### src/hw/spio_pkg.sv
// Constants for the shared pin I/O ports
package spio_pkg;
  localparam int          NIB            = 4;
  localparam int          PB_W           = 8;
  localparam int          PC_W           = 4;
  localparam int          PA_BIT         = 7;
  localparam int          SPI_PINS       = 3;
  localparam logic [3:0]  OFS_PORTA      = 4'h0;
  localparam logic [3:0]  OFS_PORT_B_PINS      = 4'h1;
  localparam logic [3:0]  OFS_PORT_C_PINS      = 4'h2;
  localparam logic [3:0]  OFS_PULL       = 4'h9;
  localparam logic [3:0]  OFS_ODRAIN     = 4'ha;
  localparam logic [3:0]  OFS_LCD        = 4'hb;
  localparam logic [3:0]  OFS_SERIAL     = 4'hc;
  localparam logic        MAP_NORMAL     = 1'b0;
  localparam logic        MAP_OPTION     = 1'b1;
  localparam int          IDX_LSB        = 2;
  localparam int          IDX_MSB        = 6;
  localparam int          PULL_B_LOW     = 0;
  localparam int          PULL_B_HIGH    = 1;
  localparam int          PULL_A_HIGH    = 2;
  localparam int          PULL_C         = 3;
  localparam int          OD_B_LOW       = 0;
  localparam int          OD_B_HIGH      = 1;
  localparam int          OD_A_HIGH      = 2;
  localparam int          OD_C           = 3;
  localparam int          LCD_PORT_B_LOW_PORT_ENABLE       = 0;
  localparam int          LCD_PORT_B_HIGH_PORT_ENABLE       = 1;
  localparam int          SER_SPE        = 0;
  localparam int          SER_SERIAL_MASTER_SELECT       = 1;
  localparam int          PC_OD_FIRST    = 2;
  localparam logic [7:0]  CTRL_RST       = 8'h00;
  localparam logic [31:0] DAT_ZERO       = 32'h0000_0000;
endpackage : spio_pkg

### src/hw/spio_top.sv
// Port A bit 7, port B and port C pin logic with Wishbone register access
// Behaviour
// - PA7 input with pull when direction 0; output push-pull or open-drain when 1.
// - PA7 as input: write only updates latch; read returns pin.
// - Port B has eight pins shared with LCD frontplane, each with direction and data.
// - Port B data at normal offset 1; direction at option offset 1.
// - Reset clears all port B direction bits.
// - Reset selects LCD on all port B pins; data latch keeps contents.
// - Port B output pin follows its latch bit; reads return latch.
// - Port B input pin: read returns pin level.
// - Port B direction 0 means input, 1 means output.
// - Port B pull-ups per nibble from pull select bits; cleared at reset.
// - Port B per-nibble open-drain: low for 0, release for 1; cleared at reset.
// - Low port enable 0: pins 0-3 are LCD, read 0, write latch only.
// - High port enable 0: pins 4-7 are LCD, read 0, write latch only.
// - Port B input or LCD pin: data write touches latch only.
// - Port C four pins; data at 2, pull at option 9, open-drain option A.
// - Serial enable makes C0-C2 serial clock, data out, data in; clock per master.
// - Port C read always returns actual pin levels.
// - Port C pin 3 level is readable at any time.
// - Port C pins 2 and 3 are always open-drain when outputs.
module spio_top
  import spio_pkg::*;
(
  input  wire logic              clk_i,
  input  wire logic              rst_i,
  input  wire logic              cyc_i,
  input  wire logic              stb_i,
  input  wire logic              we_i,
  input  wire logic [31:0]       adr_i,
  input  wire logic [3:0]        sel_i,
  input  wire logic [31:0]       dat_i,
  output logic      [31:0]       dat_o,
  output logic                   ack_o,
  input  wire logic              pa7_i,
  output logic                   pa7_o,
  output logic                   pa7_oe_o,
  output logic                   pa7_pull_o,
  input  wire logic [PB_W-1:0]   pb_i,
  output logic      [PB_W-1:0]   pb_o,
  output logic      [PB_W-1:0]   pb_oe_o,
  output logic      [PB_W-1:0]   pb_pull_o,
  input  wire logic [PB_W-1:0]   lcd_frontplane_i,
  input  wire logic [PC_W-1:0]   pc_i,
  output logic      [PC_W-1:0]   pc_o,
  output logic      [PC_W-1:0]   pc_oe_o,
  output logic      [PC_W-1:0]   pc_pull_o,
  input  wire logic              spi_sck_out_i,
  input  wire logic              spi_sdo_i,
  output logic                   spi_sck_in_o,
  output logic                   spi_sdi_o,
  output logic                   serial_enable_bit_o,
  output logic                   serial_master_select_o,
  output logic                   irq_pin_o
);

  logic [7:0]      pa_latch_q;
  logic [7:0]      pb_latch_q;
  logic [7:0]      pc_latch_q;
  logic            porta_pin_seven_direction_q;
  logic [7:0]      port_b_direction_q;
  logic [7:0]      port_c_direction_q;
  logic [7:0]      pull_resistor_control_q;
  logic [7:0]      open_drain_control_q;
  logic [7:0]      lcd_control_q;
  logic [7:0]      serial_control_q;
  logic            ack_q;
  logic [31:0]     dat_q;
  logic [12:0]     meta_q;
  logic [12:0]     sync_q;
  logic            pa7_out_q;
  logic            pa7_oe_q;
  logic            pa7_pull_q;
  logic [PB_W-1:0] pb_out_q;
  logic [PB_W-1:0] pb_oe_q;
  logic [PB_W-1:0] pb_pull_q;
  logic [PC_W-1:0] pc_out_q;
  logic [PC_W-1:0] pc_oe_q;
  logic [PC_W-1:0] pc_pull_q;

  // Decode
  wire             req      = cyc_i & stb_i;
  wire             adr_ok   = (adr_i[31:IDX_MSB+1] == '0) & (adr_i[IDX_LSB-1:0] == '0);
  wire             map_sel  = adr_i[IDX_MSB];
  wire [3:0]       ofs      = adr_i[IDX_MSB-1:IDX_LSB];
  wire             wr       = req & we_i & ack_q & sel_i[0] & adr_ok;
  wire             hit_n    = adr_ok & (map_sel == MAP_NORMAL);
  wire             hit_o    = adr_ok & (map_sel == MAP_OPTION);
  wire             wr_pa    = wr & hit_n & (ofs == OFS_PORTA);
  wire             wr_pb    = wr & hit_n & (ofs == OFS_PORT_B_PINS);
  wire             wr_pc    = wr & hit_n & (ofs == OFS_PORT_C_PINS);
  wire             wr_pa_d  = wr & hit_o & (ofs == OFS_PORTA);
  wire             wr_pb_d  = wr & hit_o & (ofs == OFS_PORT_B_PINS);
  wire             wr_pc_d  = wr & hit_o & (ofs == OFS_PORT_C_PINS);
  wire             wr_pull  = wr & hit_o & (ofs == OFS_PULL);
  wire             wr_od    = wr & hit_o & (ofs == OFS_ODRAIN);
  wire             wr_lcd   = wr & hit_o & (ofs == OFS_LCD);
  wire             wr_ser   = wr & hit_o & (ofs == OFS_SERIAL);

  // Synchronised pins
  wire             pa7_s    = sync_q[12];
  wire [PB_W-1:0]  pb_s     = sync_q[11:4];
  wire [PC_W-1:0]  pc_s     = sync_q[3:0];

  wire             serial_enable_bit      = serial_control_q[SER_SPE];
  wire             serial_master_select     = serial_control_q[SER_SERIAL_MASTER_SELECT];
  wire             cwom     = open_drain_control_q[OD_C];
  wire             porta_high_open_drain    = open_drain_control_q[OD_A_HIGH];

  // Port A bit 7
  wire             pa7_l    = pa_latch_q[PA_BIT];
  wire             pa7_dir  = porta_pin_seven_direction_q;
  wire             pa7_oe_d = pa7_dir & (~porta_high_open_drain | ~pa7_l);
  wire             pa7_o_d  = pa7_l & ~porta_high_open_drain;
  wire             pa7_pu_d = pull_resistor_control_q[PULL_A_HIGH] & ~pa7_oe_d;
  wire             pa7_rd   = pa7_dir ? pa7_l : pa7_s;

  // Port B, one slice per pin
  logic [PB_W-1:0] pb_oe_d;
  logic [PB_W-1:0] pb_o_d;
  logic [PB_W-1:0] pb_pu_d;
  logic [PB_W-1:0] pb_rd;
  genvar gi;
  generate
    for (gi = 0; gi < PB_W; gi++) begin : g_pb
      localparam int N = gi / NIB;
      wire pbe = lcd_control_q[LCD_PORT_B_LOW_PORT_ENABLE + N];
      wire wom = open_drain_control_q[OD_B_LOW + N];
      wire pu  = pull_resistor_control_q[PULL_B_LOW + N];
      wire dir = port_b_direction_q[gi];
      wire lat = pb_latch_q[gi];
      // LCD owns the pin while the port is disabled, whatever the direction
      assign pb_oe_d[gi] = ~pbe | (dir & (~wom | ~lat));
      assign pb_o_d[gi]  = pbe ? (lat & ~wom) : lcd_frontplane_i[gi];
      assign pb_pu_d[gi] = pu;
      assign pb_rd[gi]   = pbe & (dir ? lat : pb_s[gi]);
    end
  endgenerate

  // Port C
  logic [PC_W-1:0] pc_oe_d;
  logic [PC_W-1:0] pc_o_d;
  logic [PC_W-1:0] spi_oe;
  logic [PC_W-1:0] spi_out;
  assign spi_oe  = {1'b0, 1'b0, (~cwom | ~spi_sdo_i), serial_master_select & (~cwom | ~spi_sck_out_i)};
  assign spi_out = {1'b0, 1'b0, spi_sdo_i & ~cwom, spi_sck_out_i & ~cwom};
  generate
    for (gi = 0; gi < PC_W; gi++) begin : g_pc
      // Pins 2 and 3 have no high drive at all
      wire od  = (gi >= PC_OD_FIRST) ? 1'b1 : cwom;
      wire lat = pc_latch_q[gi];
      wire sp  = serial_enable_bit & (gi < SPI_PINS);
      assign pc_oe_d[gi] = sp ? spi_oe[gi] : (port_c_direction_q[gi] & (~od | ~lat));
      assign pc_o_d[gi]  = sp ? spi_out[gi] : (lat & ~od);
    end
  endgenerate
  wire [PC_W-1:0]  pc_pu_d  = {PC_W{pull_resistor_control_q[PULL_C]}} & ~pc_oe_d;
  wire [PC_W-1:0]  pc_rd    = pc_s;

  // Read mux
  wire [7:0] rd_n = (ofs == OFS_PORTA) ? {pa7_rd, 7'h00} :
                    (ofs == OFS_PORT_B_PINS) ? pb_rd :
                    (ofs == OFS_PORT_C_PINS) ? {4'h0, pc_rd} : 8'h00;
  wire [7:0] rd_o = (ofs == OFS_PORTA) ? {pa7_dir, 7'h00} :
                    (ofs == OFS_PORT_B_PINS) ? port_b_direction_q :
                    (ofs == OFS_PORT_C_PINS) ? port_c_direction_q :
                    (ofs == OFS_PULL)  ? pull_resistor_control_q :
                    (ofs == OFS_ODRAIN) ? open_drain_control_q :
                    (ofs == OFS_LCD)   ? lcd_control_q :
                    (ofs == OFS_SERIAL) ? serial_control_q : 8'h00;
  wire [31:0] rdata = !adr_ok ? DAT_ZERO : {24'h000000, (map_sel == MAP_OPTION) ? rd_o : rd_n};

  // Data latches keep their value across reset
  always_ff @(posedge clk_i) begin
    if (wr_pa) pa_latch_q <= dat_i[7:0];
    if (wr_pb) pb_latch_q <= dat_i[7:0];
    if (wr_pc) pc_latch_q <= dat_i[7:0];
  end

  always_ff @(posedge clk_i) begin
    if (rst_i) begin
      porta_pin_seven_direction_q <= 1'b0;
      port_b_direction_q          <= CTRL_RST;
      port_c_direction_q          <= CTRL_RST;
      pull_resistor_control_q     <= CTRL_RST;
      open_drain_control_q        <= CTRL_RST;
      lcd_control_q               <= CTRL_RST;
      serial_control_q            <= CTRL_RST;
    end else begin
      if (wr_pa_d) porta_pin_seven_direction_q <= dat_i[PA_BIT];
      if (wr_pb_d) port_b_direction_q <= dat_i[7:0];
      if (wr_pc_d) port_c_direction_q <= {4'h0, dat_i[3:0]};
      if (wr_pull) pull_resistor_control_q <= {4'h0, dat_i[3:0]};
      if (wr_od)   open_drain_control_q <= {4'h0, dat_i[3:0]};
      if (wr_lcd)  lcd_control_q <= {6'h00, dat_i[1:0]};
      if (wr_ser)  serial_control_q <= {6'h00, dat_i[1:0]};
    end
  end

  // Bus answer: ack one cycle after the request, dropped the cycle after
  always_ff @(posedge clk_i) begin
    if (rst_i) begin
      ack_q <= 1'b0;
      dat_q <= DAT_ZERO;
    end else begin
      ack_q <= req & ~ack_q;
      if (req & ~ack_q) dat_q <= rdata;
    end
  end

  // Two-stage synchroniser on every pad input
  always_ff @(posedge clk_i) begin
    if (rst_i) begin
      meta_q <= '0;
      sync_q <= '0;
    end else begin
      meta_q <= {pa7_i, pb_i, pc_i};
      sync_q <= meta_q;
    end
  end

  // Registered pad drive avoids glitches on the board during register updates
  always_ff @(posedge clk_i) begin
    if (rst_i) begin
      pa7_out_q  <= 1'b0;
      pa7_oe_q   <= 1'b0;
      pa7_pull_q <= 1'b0;
      pb_out_q   <= '0;
      pb_oe_q    <= '0;
      pb_pull_q  <= '0;
      pc_out_q   <= '0;
      pc_oe_q    <= '0;
      pc_pull_q  <= '0;
    end else begin
      pa7_out_q  <= pa7_o_d;
      pa7_oe_q   <= pa7_oe_d;
      pa7_pull_q <= pa7_pu_d;
      pb_out_q   <= pb_o_d;
      pb_oe_q    <= pb_oe_d;
      pb_pull_q  <= pb_pu_d;
      pc_out_q   <= pc_o_d;
      pc_oe_q    <= pc_oe_d;
      pc_pull_q  <= pc_pu_d;
    end
  end

  assign dat_o                  = dat_q;
  assign ack_o                  = ack_q;
  assign pa7_o                  = pa7_out_q;
  assign pa7_oe_o               = pa7_oe_q;
  assign pa7_pull_o             = pa7_pull_q;
  assign pb_o                   = pb_out_q;
  assign pb_oe_o                = pb_oe_q;
  assign pb_pull_o              = pb_pull_q;
  assign pc_o                   = pc_out_q;
  assign pc_oe_o                = pc_oe_q;
  assign pc_pull_o              = pc_pull_q;
  assign spi_sck_in_o           = pc_s[0];
  assign spi_sdi_o              = pc_s[2];
  assign irq_pin_o              = pc_s[3];
  assign serial_enable_bit_o    = serial_enable_bit;
  assign serial_master_select_o = serial_master_select;
endmodule : spio_top

### config.mk
export PLATFORM = sky130hd
export DESIGN_NAME = spio_top
export DESIGN_NICKNAME = d
export VERILOG_FILES = /design/src/hw/spio_pkg.sv /design/src/hw/spio_top.sv
export SDC_FILE = /design/constraint.sdc
export NUM_CORES = 1
export LEC_CHECK = 0
export BUFFER_PORTS_ARGS = -buffer_cell sky130_fd_sc_hd__buf_2
export CAP_MARGIN = 20
export CORE_UTILIZATION = 44
export DETAILED_ROUTE_END_ITERATION = 8
export PLACE_DENSITY = 0.73
export SYNTH_ARGS = -nofsm -noshare
export SYNTH_HDL_FRONTEND = slang
export SYNTH_SLANG_ARGS = --single-unit
### constraint.sdc
create_clock -name clk_i -period 2.5 [get_ports clk_i]
set_clock_uncertainty 0.1 [all_clocks]
set_input_delay 0 -clock clk_i [delete_from_list [all_inputs] [get_ports clk_i]]
set_output_delay 0 -clock clk_i [all_outputs]
set_load 0.02 [all_outputs]
# Word level (Yosys, flattened, before mapping)
# Index checks and enable logic that the tools add are counted.
[classes]
n_eq_ne = 6
mux = 34
bitwise = 104
n_reduce_logical = 3
[op_table]
columns = ["operator", "n"]
rows = [
  ["$and A1 B1 Y1", 57],
  ["$mux W8", 6],
  ["$logic_not A25 Y1", 1],
  ["$not A1 Y1", 24],
  ["$mux W1", 22],
  ["$or A1 B1 Y1", 21],
  ["$eq A4 B4 Y1 const B", 4],
  ["$mux W4", 4],
  ["$and A4 B4 Y4", 1],
  ["$eq A4 B1 Y1 const B", 1],
  ["$eq A4 B2 Y1 const B", 1],
  ["$logic_not A4 Y1", 1],
  ["$mux W2", 2],
  ["$not A4 Y4", 1],
  ["$logic_not A2 Y1", 1],
]
[totals]
reg_bits = 140
in_bits = 96
out_inout_bits = 77
elab_cells = 171

# Depth between registers and ports, before layout
# Gate-level depths: netlist of run 1.
[logic_depth]
depth_word = 10
ltp_mapped = 7

# Least setup slack after synthesis of run 1
# No wires, ideal clock.
[synth_timing]
kind = "input port to flip-flop"
start = "in adr_i[19]"
end = "reg pb_latch_q[0], enable pin"
setup_ns = 0.398
t_arrival_ns = 1.864
t_required_ns = 2.002
path_slack_ns = 0.139
cell_stages = 4
cell_sequence = "nor4_1 -> nand3_2 -> or2_2 -> nor4b_1"
[synth_via]
elab_chain_len = 5
[synth_lines]
columns = ["item", "line", "source"]
rows = [
  ["from (decl)", "spio_top.sv:30", "input wire logic [31:0] adr_i,"],
  ["$logic_not A25 Y1 (*)", "spio_top.sv:83", "wire adr_ok = (adr_i[31:IDX_MSB+1] == '0) & (adr_i[IDX_LSB-1:0] == '0);"],
  ["$and A1 B1 Y1 (*)", "spio_top.sv:83", ""],
  ["$and A1 B1 Y1, on equally long branches", "spio_top.sv:86, spio_top.sv:87", ""],
  ["$and A1 B1 Y1 (*) (2 in series)", "spio_top.sv:90", "wire wr_pb = wr & hit_n & (ofs == OFS_PORT_B_PINS);"],
  ["named net wr_pb", "spio_top.sv:90", ""],
  ["to (signal assigned)", "spio_top.sv:176", "if (wr_pb) pb_latch_q <= dat_i[7:0];"],
  ["to (decl)", "spio_top.sv:58", "logic [7:0] pb_latch_q;"],
]
# The timed path passes the listed nets; every way through them passes the cells marked *.
# A chain may end at the register's enable or synchronous reset.

# Final worst setup path of run 1
[layout_timing]
start = "reg ack_q, in the netlist ack_o"
end = "reg pull_resistor_control_q[0]"
[layout_via]
elab_chain_len = 5
[layout_lines]
columns = ["item", "line", "source"]
rows = [
  ["from (decl)", "spio_top.sv:67", "logic ack_q;"],
  ["from (signal assigned)", "spio_top.sv:206", "ack_q <= req & ~ack_q;"],
  ["$and A1 B1 Y1 (3 in series)", "spio_top.sv:86", "wire wr = req & we_i & ack_q & sel_i[0] & adr_ok;"],
  ["$and A1 B1 Y1 (2 in series)", "spio_top.sv:95", "wire wr_pull = wr & hit_o & (ofs == OFS_PULL);"],
  ["to (signal assigned)", "spio_top.sv:193", "if (wr_pull) pull_resistor_control_q <= {4'h0, dat_i[3:0]};"],
  ["to (decl)", "spio_top.sv:63", "logic [7:0] pull_resistor_control_q;"],
]
# Every way passes these cells.

==> metrics.txt, run 1 <==
pwr dens 560 nW/um^2; switching part of the total 26.5%; layout cell share with drive strength beyond 1 27.4%; HP Class input port to flop; placer congestion estimate 0.864; cell taking the most area after synthesis dfxtp_1; Inserted Diodes 0; Int Pwr about 0.0022 W; Slew @ Worst Pin 0.641 ns; worst setup path class flop to flop; # nets final approximately 670; Total GRT Usage a little over a fifth; global route total overflow 0; initial drt markers roughly 300; Max-slew headroom 56.7%; Via density 5.00; Setup TNS Final 0 ns; FP Rows 35; die width between 100 and 150 um; Synth cell types 43; final wirelength slightly above 10 mm; ANT nets after route 0; number of synthesis warnings 0; Filler Cells Inserted 804; register share of total power a little under three fifths; final hold slack between 0.04 and 0.05 ns; Non-Filler Instances 709; first-pass GRT wire length 16.4 mm; Starting Density between 40 and 50%; storage element area 2210 um^2; RSZ-0062 raised after global routing no; CTS sink cnt 104; nature of the critical path endpoint flop; Remaining DRCs 0; Static Leak 2.37 nW; Fmax 0.471 GHz; Hold Buf Count CTS 34; vias in the first global route 3406; Ports 173; CP Max Fanout 10; fin crit period ~2.1 ns; worst-skew pair later-pin latency 0.38 ns; dpl cells 659; Tcrit/Tclk final 85.0%; Final Max Tran Viols 0; Top FF cell, synth dfxtp_1; CTS Buf Count 9; Root Buffer Master clkbuf_8; Die Ht 101 um; Max rail drop VDD between 200 and 300 uV; worst path required time approximately 2.6 ns; Avg WL per Cell 14.6 um; Post-Syn Area per Cell around 10 um^2; most common cell after layout, fill and taps aside buf_2; Post-Syn Area roughly 4300 um^2; area of the core 9420 um^2; top cells by area, synth dfxtp_1 (42%), edfxtp_1 (9.0%), mux2i_1 (6.7%), nor2b_1 (6.3%), buf_4 (5.5%); Port-buffer cells about 120; CTS resizes 0; Clock Pin Slew Worst Setup and Hold Paths 0.11 ns; #FFs+latches synth roughly 100; area fraction of the dominant cell type after synthesis 42.0%; clock power share 33.4%; cell count after synthesis 435; dpl hpwl between 7 and 8 mm; Post CTS Setup Buffer Count 0; CTS tree built; arrival time worst endpoint 2.26 ns; Area Overhead vs Synth 25.9%; worst r2r path cells 5; post-synthesis sequential area ratio 51.0%; Final Hold Fails 0; via count 3548; largest net degree at the start of global routing 38; CTS max path bufs 2; Core Util, Final 58.0%; Comb pwr share 9.9%; status complete, no violations; Psw roughly 0.00081 W; initial antenna violation count 0; total power 0.00306 W; Post-synth ARST share 0%; H-tree Lvls 3; area of the multi-input gates 1880 um^2; CP Launch Type flop; die area 10300 um^2; setup violators final 0; Max Cap Viol 0; commonest cells after routing, fill and taps aside buf_2 (119), dfxtp_1 (91), nor2_1 (48); drt first pass iters 5; hold path cells 2; Post-synth EDFFs 13
## per-layer routing
| metal | track usage [%] | wire [um] | up-vias |
|---|---|---|---|
| met5 | 0 | 0 | - |
| met4 | 9.81 | 266 | 0 |
| met3 | 4.14 | 652 | 24 |
| met2 | 33.5 | 4790 | 154 |
| met1 | 27.2 | 4640 | 1632 |
| li1 | - | - | 1738 |
## area by class of cell
type                            instances  share of cell area [%]
Sequential cell                       104                    40.5
Multi-Input combinational cell        298                    34.4
Timing Repair Buffer                  161                    18.5
Tap cell                              129                    2.95
Clock buffer                            9                    2.27
Clock inverter                          7                    1.35
Inverter                                1                  0.0687
## power by group through the flow
| stage | Clock (W) | Sequential (W) | Combinational, W |
|---|---|---|---|
| 2_1_floorplan | 0 | 0.00179 | 0.000159 |
| 4_1_cts | 0.00104 | 0.00173 | 0.000302 |
| 3_5_place_dp | 0 | 0.00177 | 0.000261 |
| 5_1_grt | 0.00111 | 0.00174 | 0.000332 |
| 3_3_place_gp | 0 | 0.00177 | 0.000254 |
| 6_report | 0.00102 | 0.00173 | 0.000303 |
## critical path, cell delays in order (launching register included)
cell and delay, ns:
dfxtp_1 0.40, and4_1 0.24, nand2_1 0.26, or4_1 0.72, mux2i_1 0.21, nor2_1 0.05
## through the flow
stage	cell area (um^2)	worst slack (ns)
finish	5460	0.376
global placement	4920	0.487
floorplan	4430	0.139
detailed placement	4920	0.436
global route	5460	0.285
CTS	5460	0.409
## Yosys cell counts (5+ instances only)
cell type,count
a22o_1,10
nor2b_1,44
edfxtp_1,13
a21oi_1,29
nor4_1,5
buf_4,32
nor4_4,5
nand4_1,6
nand2_1,33
mux2i_1,29
dfxtp_1,91
or4_1,5
nor3b_1,8
nor2_1,48
clkbuf_1,21
## final timing paths
| path | slack, ns | startpoint | endpoint |
|---|---|---|---|
| min reg2reg | 0.34 | meta_q[3]$_SDFF_PP0_ | sync_q[3]$_SDFF_PP0_ |
| max reg2reg | 0.38 | ack_o$_SDFF_PP0_ | pull_resistor_control_q[0]$_SDFFE_PP0P_ |
| min | 0.05 | rst_i | pull_resistor_control_q[3]$_SDFFE_PP0P_ |
| max | 0.38 | ack_o$_SDFF_PP0_ | pull_resistor_control_q[0]$_SDFFE_PP0P_ |
## cells by family (layout without fill, tap and decap cells)
logic type,count (synthesis),count (layout),share of synthesized area (%)
DFF,104,104,51.0
and+or+nand+nor,181,181,24.7
buffers and inverters,58,178,7.85
other,1,26,0.0864
AOI/OAI and AO/OA,58,58,8.62
muxes,33,33,7.73
## state kept, by name, indices dropped and copies added (netlist names), 8 cells and up
| register | flops |
|---|---|
| meta_q | 13 |
| sync_q | 13 |
| dat_o | 8 |
| pb_latch_q | 8 |
| pb_o | 8 |
| pb_oe_o | 8 |
| port_b_direction_q | 8 |
(Power assumes the default switching activity.)
==> run 2: changes to the inputs <==
--- a/config.mk
+++ b/config.mk
@@ -5,11 +5,12 @@
 export SDC_FILE = /design/constraint.sdc
 export NUM_CORES = 1
 export LEC_CHECK = 0
+export ABC_AREA = 1
 export BUFFER_PORTS_ARGS = -buffer_cell sky130_fd_sc_hd__buf_2
 export CAP_MARGIN = 20
-export CORE_UTILIZATION = 44
+export CORE_UTILIZATION = 49
 export DETAILED_ROUTE_END_ITERATION = 8
-export PLACE_DENSITY = 0.73
+export PLACE_DENSITY = 0.76
 export SYNTH_ARGS = -nofsm -noshare
 export SYNTH_HDL_FRONTEND = slang
 export SYNTH_SLANG_ARGS = --single-unit
==> constraint.sdc (replaced) <==
create_clock -name clk_i -period 2 [get_ports clk_i]
set_clock_uncertainty 0.1 [all_clocks]
set_input_delay 0 -clock clk_i [delete_from_list [all_inputs] [get_ports clk_i]]
set_output_delay 0 -clock clk_i [all_outputs]
set_load 0.02 [all_outputs]
==> run 2 against run 1 <==
  * Count of clock-buffer cells in the layout unchanged
  * Sequential share of layout area about the same
  * Combinational power up 18%
  * Sequential power up 25%
  * First-iteration DRC count down 38%
  * Final area about the same
  * Via count up 14%
  * Core utilization up 4.7 points
  * Worst setup slack worse by 0.054 ns
  * Clock power up 23%
  * Worst hold slack better by 0.024 ns
  * Critical endpoint is now pc_latch_q[2]$_DFFE_PP_
  * Largest power group unchanged
==> metrics.txt, run 2 <==
Clock Pin Slew Worst Setup and Hold Paths about 0.11 ns; worst r2r path cells 4; fin crit period 1.68 ns; placer congestion estimate 0.883; dpl hpwl 7.39 mm; top cells by area, synth dfxtp_1 (41%), nor2_1 (12%), nand2_1 (11%), edfxtp_1 (8.9%), inv_1 (5.7%); cell taking the most area after synthesis dfxtp_1; Inserted Diodes 0; Final Max Tran Viols 0; Setup TNS Final 0 ns; Via density 4.80; number of synthesis warnings 0; gr busiest metal met2; CP most frequent cell nand3_1; routing usage on met3 4.62%; CP max-delay cell nor2_1; post-synthesis sequential area ratio 50.3%; initial drt markers 184; Port-buffer cells 119; layout cell share with drive strength beyond 1 21.0%; Total GRT Usage 22.8%; drt first pass iters 5; CTS max path bufs 2; top flop regs meta_q: 13 flops, sync_q: 13 flops; FP Rows 34; Filler Cells Inserted 765; Area Overhead vs Synth 24.3%; Root Buffer Master clkbuf_8; Avg WL per Cell roughly 12 um; hold path cells 6; global route total overflow 0; RSZ-0062 raised after global routing no; Starting Density about 50%; Post-synth top cells nor2_1 (139), nand2_1 (125), dfxtp_1 (91), inv_1 (67), buf_4 (32); commonest cells after routing, fill and taps aside nor2_1 (139), nand2_1 (125), buf_2 (119); CP Launch Type flop; Fmax 0.596 GHz; Die Ht 96.8 um; #FFs+latches synth around 100; Max rail drop VDD roughly 550 uV; critical-path cell list nand3_1, nor2_8, nand3_1, nor2_1; final wirelength between 10 and 15 mm; CTS tree built; worst path required time 1.92 ns; area of the core ~8700 um^2; H-tree Lvls 3; Final Hold Fails 0; met2 usage 39.2%; area fraction of the dominant cell type after synthesis 41.4%; Post-Syn Area 4400 um^2; Remaining DRCs 0; arrival time worst endpoint 1.60 ns; Top FF cell, synth dfxtp_1; HP Class input port to flop; total power 0.00377 W; cell count after synthesis 580; Tcrit/Tclk final a little over four fifths; ANT nets after route 0; largest net degree at the start of global routing between 40 and 50; setup violators final 0; # nets final 823; Max Cap Viol 0; die width 96.8 um; via count about 4000; vias in the first global route 3722; CTS Buf Count 9; CTS resizes 0; CTS sink cnt 104; die area 9360 um^2; Synth cell types 31; worst setup path class flop to flop; CP Max Fanout 4; Post-synth EDFFs 13; met1 GRT Util between 20% and 30%; Ports roughly 170; Post-Syn Area per Cell between 7 and 8 um^2; Static Leak 2.83 nW; most common cell in the synthesized netlist nor2_1; first-pass GRT wire length approximately 17 mm; Post-synth ARST share 0%; pwr dens 690 nW/um^2; initial antenna violation count 0; CP peak stage delay 0.39 ns; status complete, no violations; most common cell after layout, fill and taps aside nor2_1; worst-skew pair later-pin latency 0.37 ns; nature of the critical path endpoint flop
run 2: cell types whose count changed in the layout (fill, tap and decap cells not counted), moves of 5 or more:
cell,before,now
inv_1,1,67
nand3_1,4,25
nor2_1,48,139
mux2i_1,29,0
or4_1,5,0
nor4_4,5,0
nor2b_1,44,0
a22o_1,10,0
o21ai_0,4,10
nor3b_1,8,0
nand2_1,33,125
run 2: repair_timing:
action,4_1_cts,5_1_grt
setup buffers,0,0
endpoints found under the hold margin,74,0
hold buffers,33,0
run 2: final timing paths:
| path | slack (ns) | endpoint | from |
|---|---|---|---|
| worst max-delay path | 0.32 | pc_latch_q[2]$_DFFE_PP_ | ack_o$_SDFF_PP0_ |
| worst max register to register | 0.32 | pc_latch_q[2]$_DFFE_PP_ | ack_o$_SDFF_PP0_ |
| worst min-delay path | 0.07 | lcd_control_q[0]$_SDFFE_PP0P_ | adr_i[2] |
| worst min register to register | 0.31 | sync_q[8]$_SDFF_PP0_ | meta_q[8]$_SDFF_PP0_ |
run 2: area by class of cell:
type	instances	area [um^2]	share of cell area [%]
Sequential cell	104	2210	40.5
Inverter	73	274	5.01
Clock inverter	7	66.3	1.21
Multi-Input combinational cell	382	1680	30.7
Tap cell	108	135	2.47
Clock buffer	9	124	2.27
Timing Repair Buffer	157	976	17.8
run 2: per-stage QoR:
stage / instance area (um^2) / util (%) / setup slack, ns / instances / hold slack, ns
floorplan: 4490 / - / 0.127 / 605 / -0.00113
CTS: 5470 / 62.7 / 0.350 / 840 / 0.0508
detailed placement: 4950 / 56.7 / 0.374 / 791 / 0.0992
global placement: 4950 / 56.7 / 0.385 / 791 / 0.0967
global route: 5470 / 62.7 / 0.210 / 840 / 0.0920
finish: 5470 / 62.7 / 0.322 / 840 / 0.0701
run 2: critical path, delay by kind of cell, from the launching register on:
| family | cells | cell delay (ns) |
|---|---|---|
| simple gates | 4 | 0.85 |
| flops | 1 | 0.37 |
run 2: metal layers:
| metal | routed length, um | up-vias |
|---|---|---|
| met5 | 0 | - |
| met4 | 141 | 0 |
| met3 | 623 | 16 |
| met2 | 5210 | 172 |
| met1 | 4480 | 1826 |
| li1 | - | 2022 |
run 2: power breakdown:
group	switching, W	internal (W)	leakage, nW
sequential	0.0000130	0.00215	0.862
combinational	0.000218	0.000141	1.88
clock	0.000767	0.000481	0.0949
run 2: kinds of logic after synthesis:
| family | count (synthesis) | share of synthesized area [%] |
|---|---|---|
| AND/OR/NAND/NOR | 316 | 31.3 |
| other | 1 | 0.0852 |
| AO/OA/AOI/OAI | 40 | 4.72 |
| buffers and inverters | 119 | 13.7 |
| flip-flops | 104 | 50.3 |
